**src/pmx_map.svh**
```systemverilog
`ifndef PMX_MAP_SVH
`define PMX_MAP_SVH

// Register byte offsets
`define PMX_OFF_OWNER_BASE 8'h00
`define PMX_OFF_DIR_BASE 8'h10
`define PMX_OFF_DOUT_BASE 8'h20
`define PMX_OFF_DIN_BASE 8'h30
`define PMX_OFF_IRQ_EN 8'h40
`define PMX_OFF_CHIP_CFG 8'h44
`define PMX_OFF_STRAP 8'h48
`define PMX_OFF_ISTAT 8'h4C
`define PMX_OFF_IMASK 8'h50

// Chip configuration fields
`define PMX_CFG_PORT_A_ALT_SELECT_BIT 0
`define PMX_CFG_PORT_D_ALT_SELECT_BIT 1
`define PMX_CFG_MASK 32'h0000_0003

// Reset values
`define PMX_RST_WORD 32'h0000_0000

// Lines that may be general input or output, per port A..D
`define PMX_GP_MASK_A 32'h3FFB_FFFF
`define PMX_GP_MASK_B 32'h0000_0800
`define PMX_GP_MASK_C 32'h0000_C8FF
`define PMX_GP_MASK_D 32'h0000_01F0
// Lines with a peripheral function
`define PMX_HW_MASK_A 32'h0003_FFC0
`define PMX_HW_MASK_B 32'h0000_7FFF
`define PMX_HW_MASK_C 32'h0000_FFFF
`define PMX_HW_MASK_D 32'h0000_01F8
// Lines with the alternate clock output
`define PMX_ALT_MASK_A 32'h0002_0000
`define PMX_ALT_MASK_D 32'h0000_0008
// Maskable interrupt capable port A lines
`define PMX_IRQ_MASK_A 32'h3FFB_FDBF
// Non-maskable interrupt line on port A
`define PMX_NMI_BIT 18
// Strap lines per port, captured at power-on reset release
`define PMX_STRAP_MASK_A 32'h0001_0000
`define PMX_STRAP_MASK_C 32'h0000_C000
`define PMX_STRAP_MASK_D 32'h0000_0188

`define PMX_RESP_OKAY 2'b00
`define PMX_RESP_SLVERR 2'b10

`endif

```
**src/pmx_pkg.sv**
```systemverilog
package pmx_pkg;

  typedef logic [3:0][31:0] pmx_word4_t;

  typedef struct packed {
    pmx_word4_t owner;
    pmx_word4_t dir;
    pmx_word4_t dout;
  } pmx_port_cfg_t;

  typedef struct packed {
    logic [31:0] data;
    logic [1:0] resp;
  } pmx_rd_t;

endpackage

```
**src/pmx_top.sv**
```systemverilog
`include "pmx_map.svh"
// Function
// A software-owned input line with interrupt enable clear is a general input, the reset state.
// A software-owned port A input with interrupt enable set feeds its interrupt request.
// A peripheral-owned line with both alternate selects clear carries its primary function.
// Strap levels are captured only when power-on reset is released, never otherwise.
// While power-on reset is asserted the device is held in reset.
// The hard reset pin is open-drain both ways and either side asserting it resets the device.
// Peripheral ownership hands the pad to the peripheral and disables the port A interrupt.
// A software-owned output line is a general output and disables the port A interrupt.
// Alternate clock output appears only on peripheral-owned lines with the alternate select set.
// The non-maskable interrupt line serves only as that input.
// Reserved configurations leave the pad undriven and read as zero.
module pmx_top (
  input wire logic aclk,
  input wire logic aresetn,
  input wire logic [31:0] s_axi_awaddr,
  input wire logic s_axi_awvalid,
  output logic s_axi_awready,
  input wire logic [31:0] s_axi_wdata,
  input wire logic [3:0] s_axi_wstrb,
  input wire logic s_axi_wvalid,
  output logic s_axi_wready,
  output logic [1:0] s_axi_bresp,
  output logic s_axi_bvalid,
  input wire logic s_axi_bready,
  input wire logic [31:0] s_axi_araddr,
  input wire logic s_axi_arvalid,
  output logic s_axi_arready,
  output logic [31:0] s_axi_rdata,
  output logic [1:0] s_axi_rresp,
  output logic s_axi_rvalid,
  input wire logic s_axi_rready,
  input wire logic [3:0][31:0] pad_in,
  output logic [3:0][31:0] pad_out,
  output logic [3:0][31:0] pad_drive_n,
  input wire logic [3:0][31:0] periph_out,
  input wire logic [3:0][31:0] periph_oe,
  output logic [3:0][31:0] periph_in,
  input wire logic clock_output_pin,
  output logic [31:0] irq_request,
  output logic nmi_n,
  output logic [3:0][31:0] strap_value,
  input wire logic power_on_reset_in_n,
  input wire logic hard_reset_io_in,
  output logic hard_reset_io_out,
  output logic hard_reset_io_oe_n,
  output logic device_reset_n,
  output logic irq
);

  localparam pmx_pkg::pmx_word4_t GP_MASK =
    {`PMX_GP_MASK_D, `PMX_GP_MASK_C, `PMX_GP_MASK_B, `PMX_GP_MASK_A};
  localparam pmx_pkg::pmx_word4_t HW_MASK =
    {`PMX_HW_MASK_D, `PMX_HW_MASK_C, `PMX_HW_MASK_B, `PMX_HW_MASK_A};
  localparam pmx_pkg::pmx_word4_t STRAP_MASK =
    {`PMX_STRAP_MASK_D, `PMX_STRAP_MASK_C, 32'h0000_0000, `PMX_STRAP_MASK_A};

  pmx_pkg::pmx_port_cfg_t cfg_q;
  logic [31:0] irq_en_q, chip_cfg_q, istat_q, imask_q;
  pmx_pkg::pmx_word4_t pad_s1_q, pad_s2_q;
  logic [31:0] pad_a_prev_q;
  logic por_s1_q, por_s2_q, por_s3_q, hr_s1_q, hr_s2_q;
  logic dev_rst;
  logic [7:0] aw_addr_q, ar_addr;
  logic [31:0] w_data_q, wmask;
  logic [3:0] w_strb_q;
  logic aw_full_q, w_full_q, do_write, wr_hit, rd_take, istat_rd;
  logic [31:0] irq_en_eff, irq_fall;
  pmx_pkg::pmx_rd_t rd;

  // Pad, reset and hard reset pins cross in through two flip-flops
  always_ff @(posedge aclk)
  begin
    pad_s1_q <= pad_in;
    pad_s2_q <= pad_s1_q;
    por_s1_q <= power_on_reset_in_n;
    por_s2_q <= por_s1_q;
    por_s3_q <= por_s2_q;
    hr_s1_q <= hard_reset_io_in;
    hr_s2_q <= hr_s1_q;
  end

  // held in reset
  // either side resets
  assign dev_rst = !aresetn || !por_s2_q || !hr_s2_q;
  assign device_reset_n = !dev_rst;

  // open-drain, drive low only
  assign hard_reset_io_out = 1'b0;
  assign hard_reset_io_oe_n = por_s2_q;

  // capture on power-on release only
  always_ff @(posedge aclk)
  begin
    if (!aresetn)
      strap_value <= '0;
    else if (por_s2_q && !por_s3_q)
      strap_value <= pad_s2_q & STRAP_MASK;
  end

  // AXI write channel capture
  assign s_axi_awready = !aw_full_q;
  assign s_axi_wready = !w_full_q;
  assign do_write = aw_full_q && w_full_q && !s_axi_bvalid;
  assign wmask = {{8{w_strb_q[3]}}, {8{w_strb_q[2]}}, {8{w_strb_q[1]}}, {8{w_strb_q[0]}}};
  assign wr_hit = (aw_addr_q < `PMX_OFF_DIN_BASE) || (aw_addr_q == `PMX_OFF_IRQ_EN)
    || (aw_addr_q == `PMX_OFF_CHIP_CFG) || (aw_addr_q == `PMX_OFF_IMASK);

  always_ff @(posedge aclk)
  begin
    if (!aresetn)
    begin
      aw_full_q <= 1'b0;
      w_full_q <= 1'b0;
      aw_addr_q <= 8'h00;
      w_data_q <= `PMX_RST_WORD;
      w_strb_q <= 4'h0;
      s_axi_bvalid <= 1'b0;
      s_axi_bresp <= `PMX_RESP_OKAY;
    end
    else
    begin
      if (s_axi_awvalid && !aw_full_q)
      begin
        aw_full_q <= 1'b1;
        aw_addr_q <= {s_axi_awaddr[7:2], 2'b00};
      end
      if (s_axi_wvalid && !w_full_q)
      begin
        w_full_q <= 1'b1;
        w_data_q <= s_axi_wdata;
        w_strb_q <= s_axi_wstrb;
      end
      if (do_write)
      begin
        aw_full_q <= 1'b0;
        w_full_q <= 1'b0;
        s_axi_bvalid <= 1'b1;
        s_axi_bresp <= wr_hit ? `PMX_RESP_OKAY : `PMX_RESP_SLVERR;
      end
      else if (s_axi_bready)
        s_axi_bvalid <= 1'b0;
    end
  end

  // Port configuration registers
  always_ff @(posedge aclk)
  begin
    if (dev_rst)
    begin
      // all general-purpose lines software inputs
      cfg_q <= '0;
      irq_en_q <= `PMX_RST_WORD;
      chip_cfg_q <= `PMX_RST_WORD;
      imask_q <= `PMX_RST_WORD;
    end
    else if (do_write)
    begin
      // reserved bits never stored, except in the interrupt mask
      if (aw_addr_q < `PMX_OFF_DIR_BASE)
        cfg_q.owner[aw_addr_q[3:2]] <= ((cfg_q.owner[aw_addr_q[3:2]] & ~wmask)
          | (w_data_q & wmask)) & HW_MASK[aw_addr_q[3:2]];
      else if (aw_addr_q < `PMX_OFF_DOUT_BASE)
        cfg_q.dir[aw_addr_q[3:2]] <= ((cfg_q.dir[aw_addr_q[3:2]] & ~wmask)
          | (w_data_q & wmask)) & GP_MASK[aw_addr_q[3:2]];
      else if (aw_addr_q < `PMX_OFF_DIN_BASE)
        cfg_q.dout[aw_addr_q[3:2]] <= ((cfg_q.dout[aw_addr_q[3:2]] & ~wmask)
          | (w_data_q & wmask)) & GP_MASK[aw_addr_q[3:2]];
      else if (aw_addr_q == `PMX_OFF_IRQ_EN)
        irq_en_q <= ((irq_en_q & ~wmask) | (w_data_q & wmask)) & `PMX_IRQ_MASK_A;
      else if (aw_addr_q == `PMX_OFF_CHIP_CFG)
        chip_cfg_q <= ((chip_cfg_q & ~wmask) | (w_data_q & wmask)) & `PMX_CFG_MASK;
      else if (aw_addr_q == `PMX_OFF_IMASK)
        imask_q <= (imask_q & ~wmask) | (w_data_q & wmask);
    end
  end

  // Pad multiplexing per port
  generate
    for (genvar p = 0; p < 4; p++)
    begin : g_port
      logic [31:0] sw_own, hw_own, general_output, alt, prim, alt_mask;
      logic alt_sel;
      assign alt_mask = (p == 0) ? `PMX_ALT_MASK_A : ((p == 3) ? `PMX_ALT_MASK_D : 32'h0);
      assign alt_sel = (p == 0) ? chip_cfg_q[`PMX_CFG_PORT_A_ALT_SELECT_BIT]
        : ((p == 3) ? chip_cfg_q[`PMX_CFG_PORT_D_ALT_SELECT_BIT] : 1'b0);
      assign sw_own = ~cfg_q.owner[p] & GP_MASK[p];
      assign hw_own = cfg_q.owner[p] & HW_MASK[p];
      // general output
      assign general_output = sw_own & cfg_q.dir[p];
      // alternate clock output
      assign alt = hw_own & alt_mask & {32{alt_sel}};
      // primary peripheral function
      // pad handed to peripheral
      assign prim = hw_own & ~alt;
      assign pad_out[p] = (general_output & cfg_q.dout[p]) | (alt & {32{clock_output_pin}})
        | (prim & periph_out[p]);
      // reserved lines stay undriven
      assign pad_drive_n[p] = ~(general_output | alt | (prim & periph_oe[p]));
      assign periph_in[p] = pad_s2_q[p] & prim;
    end
  endgenerate

  // interrupt routing
  // interrupt dropped when not a software input
  assign irq_en_eff = irq_en_q & ~cfg_q.owner[0] & ~cfg_q.dir[0] & `PMX_IRQ_MASK_A;
  assign irq_request = irq_en_eff & ~pad_s2_q[0];
  // dedicated non-maskable input
  assign nmi_n = pad_s2_q[0][`PMX_NMI_BIT];

  // Falling edges of active-low requests, plus the non-maskable line
  always_ff @(posedge aclk)
  begin
    pad_a_prev_q <= pad_s2_q[0];
  end
  assign irq_fall = pad_a_prev_q & ~pad_s2_q[0]
    & (irq_en_eff | (32'h1 << `PMX_NMI_BIT));

  // Sticky status, read clears, set wins
  always_ff @(posedge aclk)
  begin
    if (dev_rst)
      istat_q <= `PMX_RST_WORD;
    else if (istat_rd)
      istat_q <= irq_fall;
    else
      istat_q <= istat_q | irq_fall;
  end
  assign irq = |(istat_q & imask_q);

  // Read channel
  assign s_axi_arready = !s_axi_rvalid;
  assign rd_take = s_axi_arvalid && s_axi_arready;
  assign ar_addr = {s_axi_araddr[7:2], 2'b00};
  assign istat_rd = rd_take && (ar_addr == `PMX_OFF_ISTAT);

  always_comb
  begin
    rd.resp = `PMX_RESP_OKAY;
    rd.data = `PMX_RST_WORD;
    if (ar_addr < `PMX_OFF_DIR_BASE)
      rd.data = cfg_q.owner[ar_addr[3:2]];
    else if (ar_addr < `PMX_OFF_DOUT_BASE)
      rd.data = cfg_q.dir[ar_addr[3:2]];
    else if (ar_addr < `PMX_OFF_DIN_BASE)
      rd.data = cfg_q.dout[ar_addr[3:2]];
    // reserved lines read zero
    else if (ar_addr < `PMX_OFF_IRQ_EN)
      rd.data = pad_s2_q[ar_addr[3:2]] & GP_MASK[ar_addr[3:2]];
    else if (ar_addr == `PMX_OFF_IRQ_EN)
      rd.data = irq_en_q;
    else if (ar_addr == `PMX_OFF_CHIP_CFG)
      rd.data = chip_cfg_q;
    else if (ar_addr == `PMX_OFF_STRAP)
      rd.data = strap_value[0] | strap_value[2] | strap_value[3];
    else if (ar_addr == `PMX_OFF_ISTAT)
      rd.data = istat_q;
    else if (ar_addr == `PMX_OFF_IMASK)
      rd.data = imask_q;
    else
      rd.resp = `PMX_RESP_SLVERR;
  end

  always_ff @(posedge aclk)
  begin
    if (!aresetn)
    begin
      s_axi_rvalid <= 1'b0;
      s_axi_rdata <= `PMX_RST_WORD;
      s_axi_rresp <= `PMX_RESP_OKAY;
    end
    else if (rd_take)
    begin
      s_axi_rvalid <= 1'b1;
      s_axi_rdata <= rd.data;
      s_axi_rresp <= rd.resp;
    end
    else if (s_axi_rready)
      s_axi_rvalid <= 1'b0;
  end

endmodule // pmx_top

```
**config.mk**
```make
export PLATFORM = sky130hd
export DESIGN_NAME = pmx_top
export DESIGN_NICKNAME = d
export VERILOG_FILES = /design/src/pmx_pkg.sv /design/src/pmx_top.sv
export VERILOG_INCLUDE_DIRS = /design/src
export SDC_FILE = /design/constraint.sdc
export NUM_CORES = 1
export LEC_CHECK = 0
export BUFFER_PORTS_ARGS = -buffer_cell sky130_fd_sc_hd__buf_2
export CORE_AREA = 2 2 421 423
export CTS_CLUSTER_DIAMETER = 200
export DETAILED_ROUTE_END_ITERATION = 16
export DIE_AREA = 0 0 423 425
export GPL_TIMING_DRIVEN = 0
export PLACE_DENSITY = 0.39
export SLEW_MARGIN = 20
export SYNTH_ARGS = -nofsm -noshare
export SYNTH_HDL_FRONTEND = slang
export SYNTH_SLANG_ARGS = --single-unit
```
**constraint.sdc**
```tcl
create_clock -name aclk -period 3.2 [get_ports aclk]
set_input_delay 0.48 -clock aclk [delete_from_list [all_inputs] [get_ports aclk]]
set_output_delay 0.48 -clock aclk [all_outputs]
set_load 0.02 [all_outputs]
```
Word level (Yosys, flattened, before mapping)
Index checks and enable logic that the tools add are counted.
{ "totals": {"latchBits": 0, "in_bits": 494, "ff_bits": 858, "romBits": 0, "ramBits": 0, "output_inout_bits": 590, "n_memories": 0} }
{ "classes": {"n_reduce_logical": 32, "n_bitwise": 83, "add_sub_neg": 0, "muxes": 49, "n_mul": 0, "n_div": 0, "eq_ne": 8, "order_cmp": 10, "shift": 0} }
{ "op_table": {"columns": ["op", "count"], "rows": [
  ["$and 32x32->32", 23],
  ["$mux 32", 21],
  ["$bmux 32 s2", 10],
  ["$or 32x32->32", 17],
  ["$bwmux 128", 3],
  ["$not 32->32", 8],
  ["$and 16x32->32", 3],
  ["$and 30x30->30", 3],
  ["$and 15x32->32", 2],
  ["$and 18x32->32", 2],
  ["$and 30x32->32", 2],
  ["$and 9x32->32", 2],
  ["$demux 32 s2", 1],
  ["$not 30->30", 2],
  ["$eq 6x5->1 const B", 8],
  ["$and 12x32->32", 1],
  ["$and 32x15->32", 1],
  ["$and 32x16->32", 1],
  ["$and 32x30->32", 1],
  ["$and 4x32->32", 1],
  ["$lt 8x6->1 const B", 4],
  ["$reduce_or 32->1", 1],
  ["$or 30x30->30", 1],
  ["$mux 2", 10],
  ["other kinds (24)", 54]
]} }

Logic depth before layout (Yosys ltp)
{ "depth": {"word_depth": 10, "mapped_depth": 12, "mapped_depth_nobuf": 7} }

Worst setup path after synthesis
OpenSTA, ideal clock, no wires.
{ "synth_path": {"kind": "input -> register", "startpoint": "input port s_axi_araddr[3]", "endpoint": "register s_axi_rdata[16]", "stages": 12, "arrival_ps": 2746, "setup_time_ps": 119, "setup_slack_ps": 336, "required_ps": 3081, "cell_sequence": "buf_2 -> buf_1 -> buf_2 -> inv_1 -> ha_1 -> clkbuf_1 -> and2_0 -> buf_2 -> buf_4 -> a221oi_1 -> o31ai_1 -> o221a_1"} }
{ "synth_between": {"elab_chain_cells": 10, "elab_cells_between_ends": 29} }
{ "synth_rtl": {"columns": ["element", "line_no", "source"], "rows": [
  ["from (decl)", "pmx_top.sv:27", "input wire logic [31:0] s_axi_araddr,"],
  ["$eq 6x5->1 (no source line)", null, null],
  ["$mux 32", "pmx_top.sv:259", "else if (ar_addr == `PMX_OFF_IMASK)"],
  ["$mux 32", "pmx_top.sv:257", "else if (ar_addr == `PMX_OFF_ISTAT)"],
  ["$mux 32", "pmx_top.sv:255", "else if (ar_addr == `PMX_OFF_STRAP)"],
  ["$mux 32", "pmx_top.sv:253", "else if (ar_addr == `PMX_OFF_CHIP_CFG)"],
  ["$mux 32", "pmx_top.sv:251", "else if (ar_addr == `PMX_OFF_IRQ_EN)"],
  ["$mux 32", "pmx_top.sv:249", "else if (ar_addr < `PMX_OFF_IRQ_EN)"],
  ["$mux 32", "pmx_top.sv:246", "else if (ar_addr < `PMX_OFF_DIN_BASE)"],
  ["$mux 32", "pmx_top.sv:244", "else if (ar_addr < `PMX_OFF_DOUT_BASE)"],
  ["$mux 32 *", "pmx_top.sv:242", "if (ar_addr < `PMX_OFF_DIR_BASE)"],
  ["to (signal assigned)", "pmx_top.sv:270", "s_axi_rdata <= `PMX_RST_WORD;"],
  ["to (signal assigned)", "pmx_top.sv:276", "s_axi_rdata <= rd.data;"],
  ["to (decl)", "pmx_top.sv:30", "output logic [31:0] s_axi_rdata,"]
]} }
Mark *: on every way between the ends. The rest lies on a longest branch, timed or not. The select of a mux whose other input is x is not followed.
A chain may end at the register's enable or synchronous reset.

==> results.yml <==
status:
  outcome: "complete, no violations"
cells_and_area:
  fillers: 19220
  stdcell_count: 6910
  synthToLayoutAreaGrowth_pct: 35.78
  final_common_cell: "dfxtp_1"
  finalNetCount: 4989
  final_layout_size_suffix_gt1_frac: 0.2897
  final_cell_mix: "dfxtp_1, buf_2, nand2_1"
setup_path:
  reg2reg_from: "hard_reset_io_oe_n$_DFF_P_"
  crit_fanout: 8
  worstSetupEndpoint: "pad_drive_n[13]"
  r2r_cells: 5
  worstPathArrival_ns: 2.71
  crit_chain: "clkbuf_1, mux2i_1, buf_2"
  startpoint: "cfg_q[269]$_SDFFE_PN0P_"
  worstPathRequired_ns: 2.72
  critical_path_class: "flip-flop to primary output"
  worst_path_max_delay_cell: "mux2i_1"
  max_stage_delay_ns: 0.77
  rr_endpoint: "imask_q[27]$_SDFFE_PN0P_"
  worst_setup_path_end_kind: "primary output"
  crit_path_start_kind: "flip-flop"
  r2r_slack_ns: 0.06
global_route:
  antenna_found_initial: 23
  grt-ovfl-total: 0
  grt_use_met2: 0.3267
  grt_max_degree: 20
  track_usage: 0.1919
  grt_use_met1: 0.2390
  use_met3: 0.03240
  grt_most_used_layer: "met2"
  grt_pass1_vias: 27650
  grt_pass1_wl_mm: 238.0
timing:
  fin_crit_sh: 0.9957
  fin_ws_ns: 0.01382
  period_needed_ns: 3.186
  slew_headroom: 0.3226
  slew_viol_final: 0
  finalHoldWorstSlack_ns: 0.03675
  rsz0062_at_grt: "no"
  worstMarginPinSlew_ns: 1.016
  hold_violations: 0
  fmax_ghz: 0.3139
  fin_skew_ns: 0.03941
  setup_viol: 0
synth:
  syn_area_um2: 32480
  synth_warnings: 0
  syn_area_per_cell_um2: 9.533
  synth_cell_types: 70
  postSynthRegisterBits: 734
  yosys.area.top_type: "dfxtp_1"
  synth_edf_count: 0
  async_flop_share: 0
  ys.flop_type: "dfxtp_1"
  ys_seq_area_frac: 0.4524
  syn_inst: 3407
  netlist.area_leader.share: 0.4524
  netlist_top_cells_area: "dfxtp_1, mux4_2, buf_4"
detailed_routing:
  dr.first_iter.drc_count: 2503
  vias: 29510
  dr.pass1.iters: 6
  drc: 0
  postRouteAntennaNets: 0
  wl_per_cell_um: 25.94
  vias_per_cell: 4.270
  drt_wl_total_mm: 179.2
pwr:
  powerDensity_nw_per_um2: 529.1
  ir_drop_mv: 0.3816
  p_leak_nw: 17.38
floorplanning:
  dieArea_um2: 179800
  core_um2: 175300
  initial_core_util: 0.1852
  ios: 1084
  rows: 154
  die_h_um: 425
  chipWidth_um: 423
placement:
  dp_slack_ns: -1.668
  globalplace.congestion: 0.9065
  dp.final_hpwl_mm: 144.2
  port_buffers: 521
  place_inst: 6600
clock_network:
  clock_sinks: 734
  htree_levels: 3
  cts_buffers: 95
  clk_pin_slew_ns: 0.06
  worstSkewPairLatency_ns: 0.73
  cts_buffer_depth: 3
  tritoncts: "built"
  cts-root-buf: "clkbuf_16"
min_path:
  min-delay-path-class: "input pin to flip-flop"
run:
  maxCapViolCount: 0
cell families after synthesis:
family,Yosys count,share of synthesized area
and+or+nand+nor,1079,0.1534
adders and majority gates,11,0.004238
DFF,734,0.4524
muxes,255,0.1392
other,2,0.0002312
AOI/OAI and AO/OA,702,0.1343
buffers and inverters,624,0.1162
synthesized netlist by cell type, types with 4 or more instances:
| master | number |
|---|---|
| nor4b_1 | 16 |
| a21o_1 | 4 |
| nor4_1 | 4 |
| nor2b_1 | 24 |
| o211ai_1 | 13 |
| nand3_1 | 101 |
| buf_2 | 41 |
| o31a_1 | 4 |
| a21oi_1 | 185 |
| o221a_2 | 4 |
| buf_1 | 16 |
| nand3b_1 | 11 |
| and3_1 | 9 |
| buf_6 | 11 |
| o21ai_1 | 6 |
| clkbuf_1 | 139 |
| buf_4 | 343 |
| dfxtp_1 | 734 |
| a31oi_1 | 5 |
| mux4_2 | 156 |
| o22ai_1 | 5 |
| nor3_1 | 42 |
| o21a_1 | 25 |
| a21boi_0 | 39 |
| ha_1 | 11 |
| o21ai_0 | 237 |
| nor2_1 | 161 |
| mux2i_1 | 86 |
| a221oi_1 | 10 |
| a22o_1 | 62 |
| or3_1 | 4 |
| and2_1 | 99 |
| inv_1 | 72 |
| nor3b_1 | 12 |
| nand2b_1 | 35 |
| a211oi_1 | 21 |
| a22oi_1 | 55 |
| a221o_1 | 8 |
| mux2_2 | 13 |
| nand4_1 | 4 |
| nand2_1 | 540 |
layer usage:
| metal | vias up | part of all wire |
|---|---|---|
| met3 | 269 | 0.065 |
| met4 | 6 | 0.045 |
| met5 | - | 0.00017 |
| met1 | 14430 | 0.41 |
| li1 | 13410 | - |
| met2 | 1393 | 0.48 |
metrics by stage:
step | util | instance area (um2) | setup TNS (ns) | total power [W]
2_1_floorplan | - | 33720 | 0 | 0.01099
3_3_place_gp | 0.2239 | 39260 | -237.95 | 0.01192
3_5_place_dp | 0.2241 | 39290 | -228.11 | 0.01193
4_1_cts | 0.2512 | 44040 | -0.01218 | 0.02354
5_1_grt | 0.2514 | 44080 | 0 | 0.02402
6_report | 0.2515 | 44100 | 0 | 0.02333
registers in the layout, indices dropped and copies added, names as in the netlist, 4 cells and up:
register,flops
aw_addr_q,6
cfg_q,304
imask_q,32
irq_en_q,27
istat_q,28
pad_a_prev_q,28
pad_s1_q,111
pad_s2_q,110
s_axi_rdata,32
strap_value,6
w_data_q,32
w_strb_q,4
how the worst min path moves through the flow:
stage	from	to	slack, ns	cells after the start
5_1_grt	s_axi_wdata[20]	w_data_q[20]$_SDFFE_PN0P_	0.03	3
3_5_place_dp	pad_s1_q[105]$_DFF_P_	pad_s2_q[105]$_DFF_P_	0.31	0
6_report	s_axi_wdata[0]	w_data_q[0]$_SDFFE_PN0P_	0.04	3
2_1_floorplan	por_s1_q$_DFF_P_	hard_reset_io_oe_n$_DFF_P_	0.31	0
3_3_place_gp	pad_s1_q[36]$_DFF_P_	pad_s2_q[36]$_DFF_P_	0.31	0
4_1_cts	s_axi_wdata[0]	w_data_q[0]$_SDFFE_PN0P_	0.002	3
timing repair:
| item | CTS | global route |
|---|---|---|
| pin swaps | 2 | 0 |
| hold endpoints to repair | 130 | 0 |
| setup endpoints to repair | 350 | 202 |
| cloned | 0 | 0 |
| hold buffers | 131 | 0 |
| gates resized for setup | 37 | 29 |
| setup buffers | 4 | 0 |
area by class of cell:
cell class,count,area (um2),share of cell area
flip-flops and latches,734,14690,0.3332
clock inverters,46,565.5,0.01282
inverters,73,276.5,0.006271
well taps,2340,2928,0.06639
repair buffers,657,3981,0.09028
multi-input cells,2380,15340,0.3479
clock buffers,130,2751,0.06239
diodes,7,17.52,0.0003972
plain buffers,543,3540,0.08027
worst max-delay path, delay by kind of cell, from the launching register on:
kind / cells / cell delay (ns)
buf+inv: 2 / 0.88
mux: 1 / 0.77
flops: 1 / 0.31
report_power, final:
group          total (W)  leakage [nW]  internal (W)  switching [W]
clock             0.0114          1.61       0.00677        0.00466
combinational    0.00232          9.74      0.000841        0.00148
sequential       0.00957          6.02       0.00937       0.000198
Power figures use the tool's default switching activity.
